==> src/hw/ccr_pkg.sv <==
// Constants, port kinds and the state record of the codec control and rate generator.
package ccr_pkg;

	// Indirect register indices.
	localparam logic [7:0] CCR_IDX_ACCESS = 8'h4E;
	localparam logic [7:0] CCR_IDX_CHIP_CTRL = 8'h80;
	localparam logic [7:0] CCR_IDX_IRQ_EN = 8'h81;
	localparam logic [7:0] CCR_IDX_STATUS = 8'h83;
	localparam logic [7:0] CCR_IDX_RATE_LO = 8'h84;
	localparam logic [7:0] CCR_IDX_RATE_HI = 8'h85;
	localparam logic [7:0] CCR_IDX_RATE_CS = 8'h86;

	// Value that opens the register interface.
	localparam logic [7:0] CCR_ACCESS_KEY = 8'h01;

	// Host address pins as seen in normal and in emulation mode.
	localparam logic [1:0] CCR_SA_0 = 2'h0;
	localparam logic [1:0] CCR_SA_1 = 2'h1;
	localparam logic [1:0] CCR_SA_2 = 2'h2;
	localparam logic [1:0] CCR_SA_3 = 2'h3;

	// Chip control field positions.
	localparam int CCR_CC_MCR = 0;
	localparam int CCR_CC_SOLO = 1;
	localparam int CCR_CC_EMU = 2;

	// Interrupt enable and status field positions.
	localparam int CCR_IE_PLAY = 0;
	localparam int CCR_IE_REC = 1;
	localparam int CCR_IE_POWER = 3;
	localparam int CCR_IE_FIFO_ERR = 4;
	localparam int CCR_IE_TICK = 5;
	localparam int CCR_ST_BUSY = 6;
	localparam int CCR_IE_MASTER = 7;
	localparam logic [7:0] CCR_IE_MASK = 8'hBB;
	localparam logic [7:0] CCR_SRC_MASK = 8'h3B;

	// Rate control/status field positions.
	localparam int CCR_RC_RUN = 0;
	localparam int CCR_RC_FLAG = 1;

	// Rate generator sizes: rate = clock * increment / 2**ACC.
	localparam int CCR_RATE_BITS = 12;
	localparam int CCR_ACC_BITS = 19;

	typedef enum logic [1:0] {
		CCR_PORT_STATUS,
		CCR_PORT_INDEX,
		CCR_PORT_DLOW,
		CCR_PORT_DHIGH
	} ccr_port_type;

	typedef struct packed {
		logic access_on;
		logic [7:0] index;
		logic master_chip_reset;
		logic solo;
		logic emu;
		logic [7:0] ien;
		logic [7:0] hold;
		logic [CCR_RATE_BITS-1:0] rate;
		logic run;
		logic run_sync;
		logic [CCR_ACC_BITS-1:0] acc;
		logic tick;
		logic flag;
		logic irq;
		logic irq_oe;
		logic drq_p;
		logic drq_p_oe;
		logic drq_r;
		logic drq_r_oe;
		logic [7:0] sd_out;
		logic sd_oe;
		logic wr_pend;
		logic [1:0] wr_addr;
		logic [7:0] wr_data;
	} ccr_state_type;

	localparam ccr_state_type CCR_STATE_RESET = '0;

endpackage

==> src/hw/ccr_codec_ctrl.sv <==
// Index/data register core with chip control, interrupt gating and sample rate generator.
`timescale 1ns/100ps

// Behaviour
// Only index writes and writes to the access mode register work until it holds 01h.
// Access mode register clears on hardware reset only, not master reset.
// Emulation mode maps addresses 0..3 to high data, status, low data, index.
// Master reset clears emulation bit; host sets it on a later write.
// Solo mode makes status and index readable at offsets 0 and 1.
// Shared mode keeps status only at 83h; offsets 0 and 1 undriven.
// Solo drives request and interrupt pins both ways; shared drives high only.
// Solo bit clears on hardware reset only.
// Chip control bit 0 low holds functions in reset; pin reset clears it.
// Master interrupt enable low keeps interrupt pin low; cleared by master reset.
// Individual enables gate sources into status and pin, sources untouched.
// Master reset clears all individual interrupt enables.
// Register 83h mirrors status and is readable in shared mode.
// Rate is clock times 12-bit increment over 524288; low byte, high nibble.
// Increment registers are not touched by any reset.
// Host should stop the generator before changing the increment.
// Tick flag sets on every accumulator overflow; the code drops an overflow that lands once run or master reset is already low.
// Tick flag clears on master reset, run low, status bit 5, rate control write.
// Run low resets counter and flag; run high starts generation.
// Run bit is resynchronised to the clock; master reset clears it.
// Reserved bits read as zero; host writes them zero.
// Indirect registers are 8 bits through the low data port.
// Writing one to a status bit clears and holds it; zero re-arms.
// The index register is a read/write pointer for the data ports.
// The counter is a 19-bit accumulator adding the increment every clock.
// Interrupt pin is high when master enable and an enabled pending source.
module ccr_codec_ctrl (
	// Clock and hardware reset.
	input wire logic core_clk,
	input wire logic rst_n,
	// Host bus, synchronous to core_clk.
	input wire logic cs_n,
	input wire logic iow_n,
	input wire logic ior_n,
	input wire logic [1:0] sa,
	input wire logic [7:0] sd_in,
	output logic [7:0] sd_out,
	output logic sd_oe,
	// Interrupt sources and the play FIFO full status from the rest of the chip.
	input wire logic play_fifo_src,
	input wire logic record_fifo_src,
	input wire logic power_change_src,
	input wire logic fifo_error_src,
	input wire logic play_fifo_full,
	// Request sources from the DMA engines.
	input wire logic play_dma_request_src,
	input wire logic record_dma_request_src,
	// Pins with mode-dependent drive.
	output logic irq,
	output logic irq_oe,
	output logic play_dma_request,
	output logic play_dma_request_oe,
	output logic record_dma_request,
	output logic record_dma_request_oe,
	// Controls to the rest of the chip.
	output logic master_chip_reset_n,
	output logic solo_mode,
	output logic legacy_port_emulation_mode,
	output logic sample_rate_run,
	output logic sample_tick,
	output logic [ccr_pkg::CCR_RATE_BITS-1:0] rate_increment
);
	import ccr_pkg::*;

	ccr_state_type st_q;
	ccr_state_type st_d;
	logic commit;
	logic rd_active;
	ccr_port_type wr_port;
	ccr_port_type rd_port;
	logic [7:0] sources;
	logic [7:0] pending;
	logic [7:0] status_v;
	logic [CCR_ACC_BITS:0] acc_sum;
	logic carry;
	logic flag_clr;

	// Host address decode; emulation swaps the pins onto a parallel-port layout.
	function automatic ccr_port_type port_of(input logic [1:0] addr, input logic emu);
		ccr_port_type p;
		p = CCR_PORT_DHIGH;
		if (emu) begin
			unique case (addr)
				CCR_SA_0: p = CCR_PORT_DHIGH;
				CCR_SA_1: p = CCR_PORT_STATUS;
				CCR_SA_2: p = CCR_PORT_DLOW;
				CCR_SA_3: p = CCR_PORT_INDEX;
			endcase
		end else begin
			unique case (addr)
				CCR_SA_0: p = CCR_PORT_STATUS;
				CCR_SA_1: p = CCR_PORT_INDEX;
				CCR_SA_2: p = CCR_PORT_DLOW;
				CCR_SA_3: p = CCR_PORT_DHIGH;
			endcase
		end
		return p;
	endfunction

	// Indirect read mux; unlisted and write-only indices return zero.
	function automatic logic [7:0] reg_read(input ccr_state_type s, input logic [7:0] stat);
		logic [7:0] v;
		v = 8'h00;
		unique case (s.index)
			CCR_IDX_CHIP_CTRL: v = {5'h00, s.emu, s.solo, s.master_chip_reset};
			CCR_IDX_IRQ_EN: v = s.ien & CCR_IE_MASK;
			CCR_IDX_STATUS: v = stat;
			CCR_IDX_RATE_LO: v = s.rate[7:0];
			CCR_IDX_RATE_HI: v = {4'h0, s.rate[11:8]};
			CCR_IDX_RATE_CS: v = {6'h00, s.flag, s.run};
			default: v = 8'h00;
		endcase
		return v;
	endfunction

	// Hold bits let software silence a source; the source itself is not altered.
	assign sources = {2'b00, st_q.flag, fifo_error_src, power_change_src, 1'b0,
		record_fifo_src, play_fifo_src};
	assign pending = sources & st_q.ien & ~st_q.hold & CCR_SRC_MASK;
	assign status_v = {st_q.irq, ~play_fifo_full, pending[5:0]};

	assign commit = st_q.wr_pend & iow_n;
	assign rd_active = ~cs_n & ~ior_n;
	assign wr_port = port_of(st_q.wr_addr, st_q.emu);
	assign rd_port = port_of(sa, st_q.emu);

	// Phase accumulator; the carry out of the top bit is one sample period.
	assign acc_sum = {1'b0, st_q.acc} + {{(CCR_ACC_BITS + 1 - CCR_RATE_BITS){1'b0}}, st_q.rate};
	assign carry = acc_sum[CCR_ACC_BITS];

	always_comb begin
		st_d = st_q;
		flag_clr = 1'b0;

		// The write is committed on the rising strobe, when the data has settled.
		if (!cs_n && !iow_n) begin
			st_d.wr_pend = 1'b1;
			st_d.wr_addr = sa;
			st_d.wr_data = sd_in;
		end else if (commit) begin
			st_d.wr_pend = 1'b0;
		end

		if (commit) begin
			unique case (wr_port)
				CCR_PORT_INDEX: begin
					st_d.index = st_q.wr_data;
				end
				CCR_PORT_STATUS: begin
					if (st_q.access_on) begin
						st_d.hold = st_q.wr_data & CCR_SRC_MASK;
						flag_clr = st_q.wr_data[CCR_IE_TICK];
					end
				end
				CCR_PORT_DLOW: begin
					// The key register must stay writable while the interface is locked.
					if (st_q.access_on || st_q.index == CCR_IDX_ACCESS) begin
						unique case (st_q.index)
							CCR_IDX_ACCESS: begin
								st_d.access_on = (st_q.wr_data == CCR_ACCESS_KEY);
							end
							CCR_IDX_CHIP_CTRL: begin
								st_d.master_chip_reset = st_q.wr_data[CCR_CC_MCR];
								st_d.solo = st_q.wr_data[CCR_CC_SOLO];
								st_d.emu = st_q.wr_data[CCR_CC_EMU];
							end
							CCR_IDX_IRQ_EN: begin
								st_d.ien = st_q.wr_data & CCR_IE_MASK;
							end
							CCR_IDX_RATE_LO: begin
								st_d.rate[7:0] = st_q.wr_data;
							end
							CCR_IDX_RATE_HI: begin
								st_d.rate[11:8] = st_q.wr_data[3:0];
							end
							CCR_IDX_RATE_CS: begin
								st_d.run = st_q.wr_data[CCR_RC_RUN];
								flag_clr = 1'b1;
							end
							default: begin
							end
						endcase
					end
				end
				CCR_PORT_DHIGH: begin
				end
			endcase
		end

		// Run is retimed once so the accumulator never starts on a half-written value.
		st_d.run_sync = st_q.run;
		if (st_q.run_sync) begin
			st_d.acc = acc_sum[CCR_ACC_BITS-1:0];
			st_d.tick = carry;
		end else begin
			st_d.acc = '0;
			st_d.tick = 1'b0;
		end

		// A tick that lands on a clearing write is kept.
		if (flag_clr) begin
			st_d.flag = 1'b0;
		end
		if (st_q.run_sync && carry) begin
			st_d.flag = 1'b1;
		end
		if (!st_q.run) begin
			st_d.flag = 1'b0;
		end

		// Master reset holds the resettable functions; access and solo survive it.
		if (!st_q.master_chip_reset) begin
			st_d.emu = 1'b0;
			st_d.ien = 8'h00;
			st_d.hold = 8'h00;
			st_d.run = 1'b0;
			st_d.run_sync = 1'b0;
			st_d.acc = '0;
			st_d.tick = 1'b0;
			st_d.flag = 1'b0;
		end

		// Shared mode sources only the high level so several chips can share a wire.
		st_d.irq = st_q.ien[CCR_IE_MASTER] & (|pending);
		st_d.irq_oe = st_q.solo | st_d.irq;
		st_d.drq_p = play_dma_request_src;
		st_d.drq_p_oe = st_q.solo | play_dma_request_src;
		st_d.drq_r = record_dma_request_src;
		st_d.drq_r_oe = st_q.solo | record_dma_request_src;

		// Reads are answered one clock after the strobe is seen.
		st_d.sd_oe = 1'b0;
		st_d.sd_out = 8'h00;
		if (rd_active && st_q.access_on) begin
			unique case (rd_port)
				CCR_PORT_STATUS: begin
					st_d.sd_oe = st_q.solo;
					st_d.sd_out = status_v;
				end
				CCR_PORT_INDEX: begin
					st_d.sd_oe = st_q.solo;
					st_d.sd_out = st_q.index;
				end
				CCR_PORT_DLOW: begin
					st_d.sd_oe = 1'b1;
					st_d.sd_out = reg_read(st_q, status_v);
				end
				CCR_PORT_DHIGH: begin
					st_d.sd_oe = 1'b1;
					st_d.sd_out = 8'h00;
				end
			endcase
		end

		// Hardware reset clears everything except the increment, which has no reset.
		if (!rst_n) begin
			st_d = CCR_STATE_RESET;
			st_d.rate = st_q.rate;
		end
	end

	always_ff @(posedge core_clk) begin
		st_q <= st_d;
	end

	assign sd_out = st_q.sd_out;
	assign sd_oe = st_q.sd_oe;
	assign irq = st_q.irq;
	assign irq_oe = st_q.irq_oe;
	assign play_dma_request = st_q.drq_p;
	assign play_dma_request_oe = st_q.drq_p_oe;
	assign record_dma_request = st_q.drq_r;
	assign record_dma_request_oe = st_q.drq_r_oe;
	assign master_chip_reset_n = st_q.master_chip_reset;
	assign solo_mode = st_q.solo;
	assign legacy_port_emulation_mode = st_q.emu;
	assign sample_rate_run = st_q.run_sync;
	assign sample_tick = st_q.tick;
	assign rate_increment = st_q.rate;
endmodule

==> config.mk <==
export PLATFORM = sky130hd
export DESIGN_NAME = ccr_codec_ctrl
export DESIGN_NICKNAME = d
export VERILOG_FILES = /design/src/hw/ccr_pkg.sv /design/src/hw/ccr_codec_ctrl.sv
export SDC_FILE = /design/constraint.sdc
export NUM_CORES = 1
export LEC_CHECK = 0
export ABC_AREA = 1
export BUFFER_PORTS_ARGS = -buffer_cell sky130_fd_sc_hd__buf_4
export CORE_MARGIN = 2
export CORE_UTILIZATION = 60
export CTS_BUF_LIST = sky130_fd_sc_hd__clkbuf_8
export DETAILED_ROUTE_END_ITERATION = 6
export PLACE_DENSITY_LB_ADDON = 0.15
export SYNTH_ARGS = -nofsm -noshare
export SYNTH_HDL_FRONTEND = slang
export SYNTH_SLANG_ARGS = --single-unit
==> constraint.sdc <==
create_clock -name core_clk -period 2.77 [get_ports core_clk]
set_clock_uncertainty 0.2 [all_clocks]
set_input_delay 0.4155 -clock core_clk [delete_from_list [all_inputs] [get_ports core_clk]]
set_output_delay 0.4155 -clock core_clk [all_outputs]
set_load 0.03 [all_outputs]
==> results.toml, run 1 <==
[outcome]
outcome = "completed"

[logic_synthesis]
syn_area_per_cell_um2 = 7.32
syn_nets = 636
synth-xor-area-share = 0
ys.flop_type = "dfxtp_1"
yosys_warnings = 0
synth_largest_area_cell = "dfxtp_1"
synth_compound_area_frac = 0.144
synth_mux_area_frac = 0
syn-cell-area_um2 = 4360
ys_types = 37
synth_seq_cells = 84
synthAdderAreaFrac = 0.0563
synth_area_leaders = "dfxtp_1, nand2_1, nor2_1, edfxtp_1, o21ai_0"
synth_edf_count = 12
yosys.area.top_type_share = 0.331
synth_top_family_by_area = "simple AND/OR/NAND/NOR gates"
async_reset_ff_frac = 0
yosysSeqAreaShare = 0.414
synth_cells = 595
synth_simple_gate_area_frac = 0.286

[pwr]
switching_share = 0.235
combPwrFrac = 0.048
leakagePower_nw = 2.19
p_seq_frac = 0.538
p_switching_mw = 0.556
p_per_area_nw_per_um2 = 481
clockPowerShare = 0.414
p_int_mw = 1.81
ir_drop_mv = 0.380

[layout]
area_growth_syn_to_layout_pct = 13.0
regMostFlops = "st_q"
drive_above_1_share = 0.153
final_common_cell = "nand2_1"
largest_register_ffs = 51
antenna_cells = 0
nNetsFinal = 675
fin_util = 0.690
finalNonFillerCells = 738
final_cell_mix = "nand2_1, nor2_1, dfxtp_1"

[placed_design]
dp_hpwl_mm = 7.85
numPlacedInstances = 722
gp_congestion = 0.938
pre_cts_ws_ns = 0.648
port_buffers = 53

[global_routing]
grt_pass1_vias = 3611
antenna_found_initial = 0
grt_max_degree = 27
grtUsageTotal = 0.272
grt_remaining_overflow = 0
grt_pass1_wl_mm = 16.5

[sta]
period_share = 0.772
period_needed_ns = 2.14
setup_violations = 0
hold-worst-slack_ns = 0.0524
maxClockFrequency_mhz = 467
finalHoldViolCount = 0
slew_headroom = 0.696
finalMaxSlewViolations = 0
rsz0062_at_grt = "no"
worst_slew_pin_slew_ns = 0.452
setup_tns_ns = 0
timing.final.ws_setup_ns = 0.630

[clock_network]
cts_tree = "built"
clkLatencyLatePin_ns = 0.36
cts_buffers = 9
path_clk_slew_ns = 0.09
cts_buffer_depth = 2
root_buffer = "clkbuf_8"
clock_sinks = 84
post-cts-setup-buffers = 0
ctsHoldBuffers = 0
h-tree-depth = 3
cts_resized = 0

[setup_path]
worstPathCellList = "ha_1, inv_1, nor2_1, nand4_1, nand2_2, nand2_1, nor4_1, buf_4"
critPathArrivalTime_ns = 2.01
crit_path_max_incr_delay_ns = 0.42
cp_max_fo = 8
cp-end-kind = "flop"
startpoint = "st_q[9]"
worstPathRequired_ns = 2.64
r2r_slack_ns = 0.63
setup.worst_path.end = "rate_increment[6]"
r2r_start = "st_q[9]"
start_kind = "flop"
cp_slowest_cell = "dfxtp_1"
worstRegToRegCells = 8
worstReg2RegEnd = "rate_increment[6]"
worstSetupPathType = "reg2reg"

[die]
die_h_um = 89.2
ios = 54
core.rowCount = 31
die_w_um = 89.2
initial_core_util = 0.610
core_area_um2 = 7140
die_area_um2 = 7960

[run]
drv_cap = 0

[detailed_routing]
first_pass_iters = 6
finalWirelength_mm = 10.3
drc = 0
drt_first_iter_violations = 295
vias_per_cell = 5.47
vias = 4036
ant_nets = 0
wl_per_cell_um = 13.9

[hold_path]
min_path_type = "in2reg"
## per-layer routing
metal,vias up,track usage,share of wire
li1,2020,-,-
met4,0,0.151,0.045
met3,39,0.0563,0.056
met1,1828,0.311,0.40
met2,149,0.472,0.50
met5,-,0,0
## worst min-delay path by stage
stage | from | endpoint | slack, ns | depth (start not counted)
after floorplan | st_q[61] | st_q[61] | 0.22 | 2
after global placement | st_q[61] | st_q[61] | 0.23 | 2
after detailed placement | st_q[61] | st_q[61] | 0.24 | 2
after CTS | record_dma_request_src | record_dma_request | 0.05 | 3
after global routing | sd_in[6] | st_q[6] | 0.06 | 3
final | record_dma_request_src | record_dma_request | 0.05 | 3
## final cells by class
type                       count  area [µm²]
clock buffer                   9         124
clock inverter                 7        98.8
fill                         629        2210
inverter                      60         225
multi-input combinational    422        2120
sequential                    84        1800
tap                           99         124
timing repair buffer          57         428
## Yosys cell counts (all sizes together) (3+ instances only)
library cell and n:
ha 18, nor3 4, o21a 3, buf 27, o21ai 61, nor4 3
nand4 7, dfxtp 72, a21oi 46, edfxtp 12, inv 59, nand2 117
nor2 105, nand3 48
## critical path, delay by kind of cell, from the launching register on
kind          cells  cell delay, ns
simple gates      5            0.78
fa+ha+maj         1            0.19
flops             1            0.42
buf+inv           2            0.27
## stage by stage
| stage | area (µm²) | total power [mW] |
|---|---|---|
| finish | 4920 | 2.37 |
| global route | 4920 | 2.44 |
| CTS | 4920 | 2.37 |
| detailed placement | 4700 | 1.41 |
| global placement | 4700 | 1.41 |
| floorplan | 4360 | 1.36 |
## power by group through the flow
stage / Sequential [mW] / Combinational (mW) / Clock, mW
finish: 1.27 / 0.114 / 0.980
global route: 1.27 / 0.126 / 1.04
CTS: 1.27 / 0.113 / 0.987
detailed placement: 1.30 / 0.112 / 0
global placement: 1.30 / 0.109 / 0
floorplan: 1.30 / 0.0611 / 0
## cells by family after synthesis
logic type / after synthesis
adder cells (fa/ha/maj): 19
AO/OA/AOI/OAI: 115
AND/OR/NAND/NOR: 288
buffers and inverters: 89
flip-flops: 84
Power figures use the tool's default switching activity.
==> run 2, diff against run 1 <==
--- a/config.mk
+++ b/config.mk
@@ -5,10 +5,10 @@
 export SDC_FILE = /design/constraint.sdc
 export NUM_CORES = 1
 export LEC_CHECK = 0
-export ABC_AREA = 1
+export ABC_AREA = 0
 export BUFFER_PORTS_ARGS = -buffer_cell sky130_fd_sc_hd__buf_4
 export CORE_MARGIN = 2
-export CORE_UTILIZATION = 60
+export CORE_UTILIZATION = 54
 export CTS_BUF_LIST = sky130_fd_sc_hd__clkbuf_8
 export DETAILED_ROUTE_END_ITERATION = 6
 export PLACE_DENSITY_LB_ADDON = 0.15
==> constraint.sdc (replaced) <==
create_clock -name core_clk -period 1.75 [get_ports core_clk]
set_clock_uncertainty 0.2 [all_clocks]
set_input_delay 0.2625 -clock core_clk [delete_from_list [all_inputs] [get_ports core_clk]]
set_output_delay 0.2625 -clock core_clk [all_outputs]
set_load 0.03 [all_outputs]
==> run 2 against run 1 <==
Against the previous run:
- the run now ends with hold timing, setup timing left
- flip-flop and latch count stayed put
- die area is 8.3% higher
- non-clock buffer count is 105 higher
- cell count is 5.1% lower
- register-to-register slack worse by 1.2 ns
- via count is 0.30% higher
- design area is 24% higher
- count of clock-buffer cells in the layout is 3 higher
- first-iteration DRC count is 15% lower
- global-route usage is 1.2 points higher
- fmax is 9.3% lower
==> results.toml, run 2 <==
[setup_path]
worstSetupPathType = "reg2reg"
crit_path_max_incr_delay_ns = 0.41
start_kind = "flop"
crit_family = "compound AO/OA/AOI/OAI gates"
cp_num_buf_inv = 0
cp-end-kind = "flop"
critPathArrivalTime_ns = 2.39
cp_slowest_cell = "a221o_2"
worstPathCellList = "ha_2, fa_2, a21o_1, a221o_2, a21o_1, mux2i_1, o311ai_1"
startpoint = "rate_increment[0]"
r2r_start = "rate_increment[0]"
crit_top_cell = "a21o_1"
cp_max_fo = 6
worstPathRequired_ns = 1.78

[pwr]
clockPowerShare = 0.401
ir_drop_mv = 0.502
p_int_mw = 2.85
p_seq_frac = 0.539
leakagePower_nw = 2.45
p_per_area_nw_per_um2 = 600
switching_share = 0.224
combPwrFrac = 0.060
p_switching_mw = 0.825

[global_routing]
grtUsageTotal = 0.283
grt_remaining_overflow = 0
grt_pass1_wl_mm = 18.9
antenna_found_initial = 0
grt_max_degree = 18
grt_pass1_vias = 3903

[layout]
final_cell_mix = "buf_4, dfxtp_1, nand2_1"
drive_above_1_share = 0.403
nNetsFinal = 634
stdcell_area_um2 = 6120
area_growth_syn_to_layout_pct = 43.7
regMostFlops = "st_q"
final_common_cell = "buf_4"
largest_register_ffs = 51
antenna_cells = 0

[logic_synthesis]
yosys_warnings = 0
synth_seq_cells = 84
syn_area_per_cell_um2 = 9.35
synth_edf_count = 12
yosys.area.top_type_share = 0.338
async_reset_ff_frac = 0
ys.flop_type = "dfxtp_1"
synth_largest_area_cell = "dfxtp_1"
synth_cells = 456
syn-cell-area_um2 = 4260
synth_commonest_cells = "dfxtp_1, nand2_1, nor2_1, mux2i_1, a21oi_1"
synth.most_common_cell = "dfxtp_1"
synth_area_leaders = "dfxtp_1, edfxtp_1, mux2i_1, ha_1, nand2_1"
ys_types = 59
syn_nets = 497
yosysSeqAreaShare = 0.423

[die]
core.rowCount = 32
core_area_um2 = 7690
ios = 54
die_area_um2 = 8620
initial_core_util = 0.554
die_w_um = 92.8
die_h_um = 92.8

[clock_network]
clock_sinks = 84
cts_tree = "built"
h-tree-depth = 3
cts_buffers = 9
cts_buffer_depth = 2
path_clk_slew_ns = 0.09
clkLatencyLatePin_ns = 0.35
root_buffer = "clkbuf_8"

[detailed_routing]
drc = 0
first_pass_iters = 5
vias = 4048
finalWirelength_mm = 12.6
drt_first_iter_violations = 250
vias_per_cell = 5.78
ant_nets = 0
wl_per_cell_um = 18.0

[hold_path]
min_path_type = "in2reg"
holdCritStartpoint = "sd_in[3]"

[placed_design]
gp_congestion = 0.914
place_area_um2 = 5290
dp_hpwl_mm = 8.56
port_buffers = 53

[sta]
setup_violations = 60
finalHoldViolCount = 1
period_needed_ns = 2.36
finalMaxSlewViolations = 0
hold-worst-slack_ns = -0.00374
maxClockFrequency_mhz = 424
period_share = 1.35
rsz0062_at_grt = "yes"
worst_slew_pin_slew_ns = 0.576
timing.final.ws_setup_ns = -0.610
slew_headroom = 0.615

[run]
drv_cap = 0

[outcome]
violations = "hold timing, setup timing"
outcome = "finished with violations"
-- run 2: cell types whose count changed after synthesis, sizes merged, moves of 28 or more --
cell,delta
nand2,-72
nand3,-35
mux2i,+28
inv,-49
o21ai,-42
nor2,-72
-- run 2: path summary, 6_finish.rpt --
kind	to	slack, ns	cells after the start
worst max-delay path	st_q[40]	-0.61	7
worst min register to register	st_q[66]	0.29	2
worst min-delay path	st_q[3]	-0.004	3
worst max register to register	st_q[40]	-0.61	7
-- run 2: repair_timing --
item,CTS,global route
gates resized for setup,49,34
pin swaps,23,24
buffers inserted,14,10
hold buffers,11,0
hold endpoints to repair,13,0
endpoints found under the setup margin,57,63
-- run 2: metrics by stage --
step / util / setup TNS (ns) / power (mW) / std cells / setup slack [ns]
finish: 0.797 / -16.83 / 3.68 / 700 / -0.610
detailed placement: 0.688 / -14.23 / 2.20 / 653 / -0.649
CTS: 0.771 / -13.42 / 3.66 / 693 / -0.583
global placement: 0.688 / -12.31 / 2.20 / 653 / -0.574
global route: 0.797 / -20.42 / 3.78 / 700 / -0.675
floorplan: - / -8.18 / 2.11 / 456 / -0.531
-- run 2: worst min-delay path, cell delays in order --
cell	delay [ns]
buf_4	0.11
nand2_1	0.05
a21boi_0	0.08
-- run 2: cell type report --
class | instances | area (µm²)
clock buffer | 12 | 165
clock inverter | 4 | 47.5
fill | 486 | 1560
inverter | 10 | 40.0
multi-input combinational | 326 | 2620
sequential | 84 | 1820
tap | 102 | 128
timing repair buffer | 162 | 1310
-- run 2: logic make-up (layout without fill, tap and decap cells) --
kind of cell	Yosys count	in the layout	share of synthesized area
AO/OA/AOI/OAI	99	99	0.160
XOR/XNOR	10	10	0.0206
adder cells (fa/ha/maj)	19	19	0.0575
buffers and inverters	46	188	0.0581
flip-flops	84	84	0.423
multiplexers	30	30	0.0711
AND/OR/NAND/NOR	168	168	0.210
-- run 2: layer usage --
metal  part of all wire  global-route usage  up-vias
li1                   -                   -     1904
met1               0.41               0.358     1928
met2               0.49               0.484      180
met3              0.058              0.0423       36
met4              0.036               0.118        0
met5                  0                   0        -
-- run 2: power by group through the flow --
stage / registers, mW / logic (mW) / clock network [mW]
2_1_floorplan: 2.04 / 0.0707 / 0
3_3_place_gp: 2.03 / 0.169 / 0
3_5_place_dp: 2.03 / 0.175 / 0
4_1_cts: 1.98 / 0.205 / 1.47
5_1_grt: 1.99 / 0.237 / 1.55
6_report: 1.98 / 0.219 / 1.47
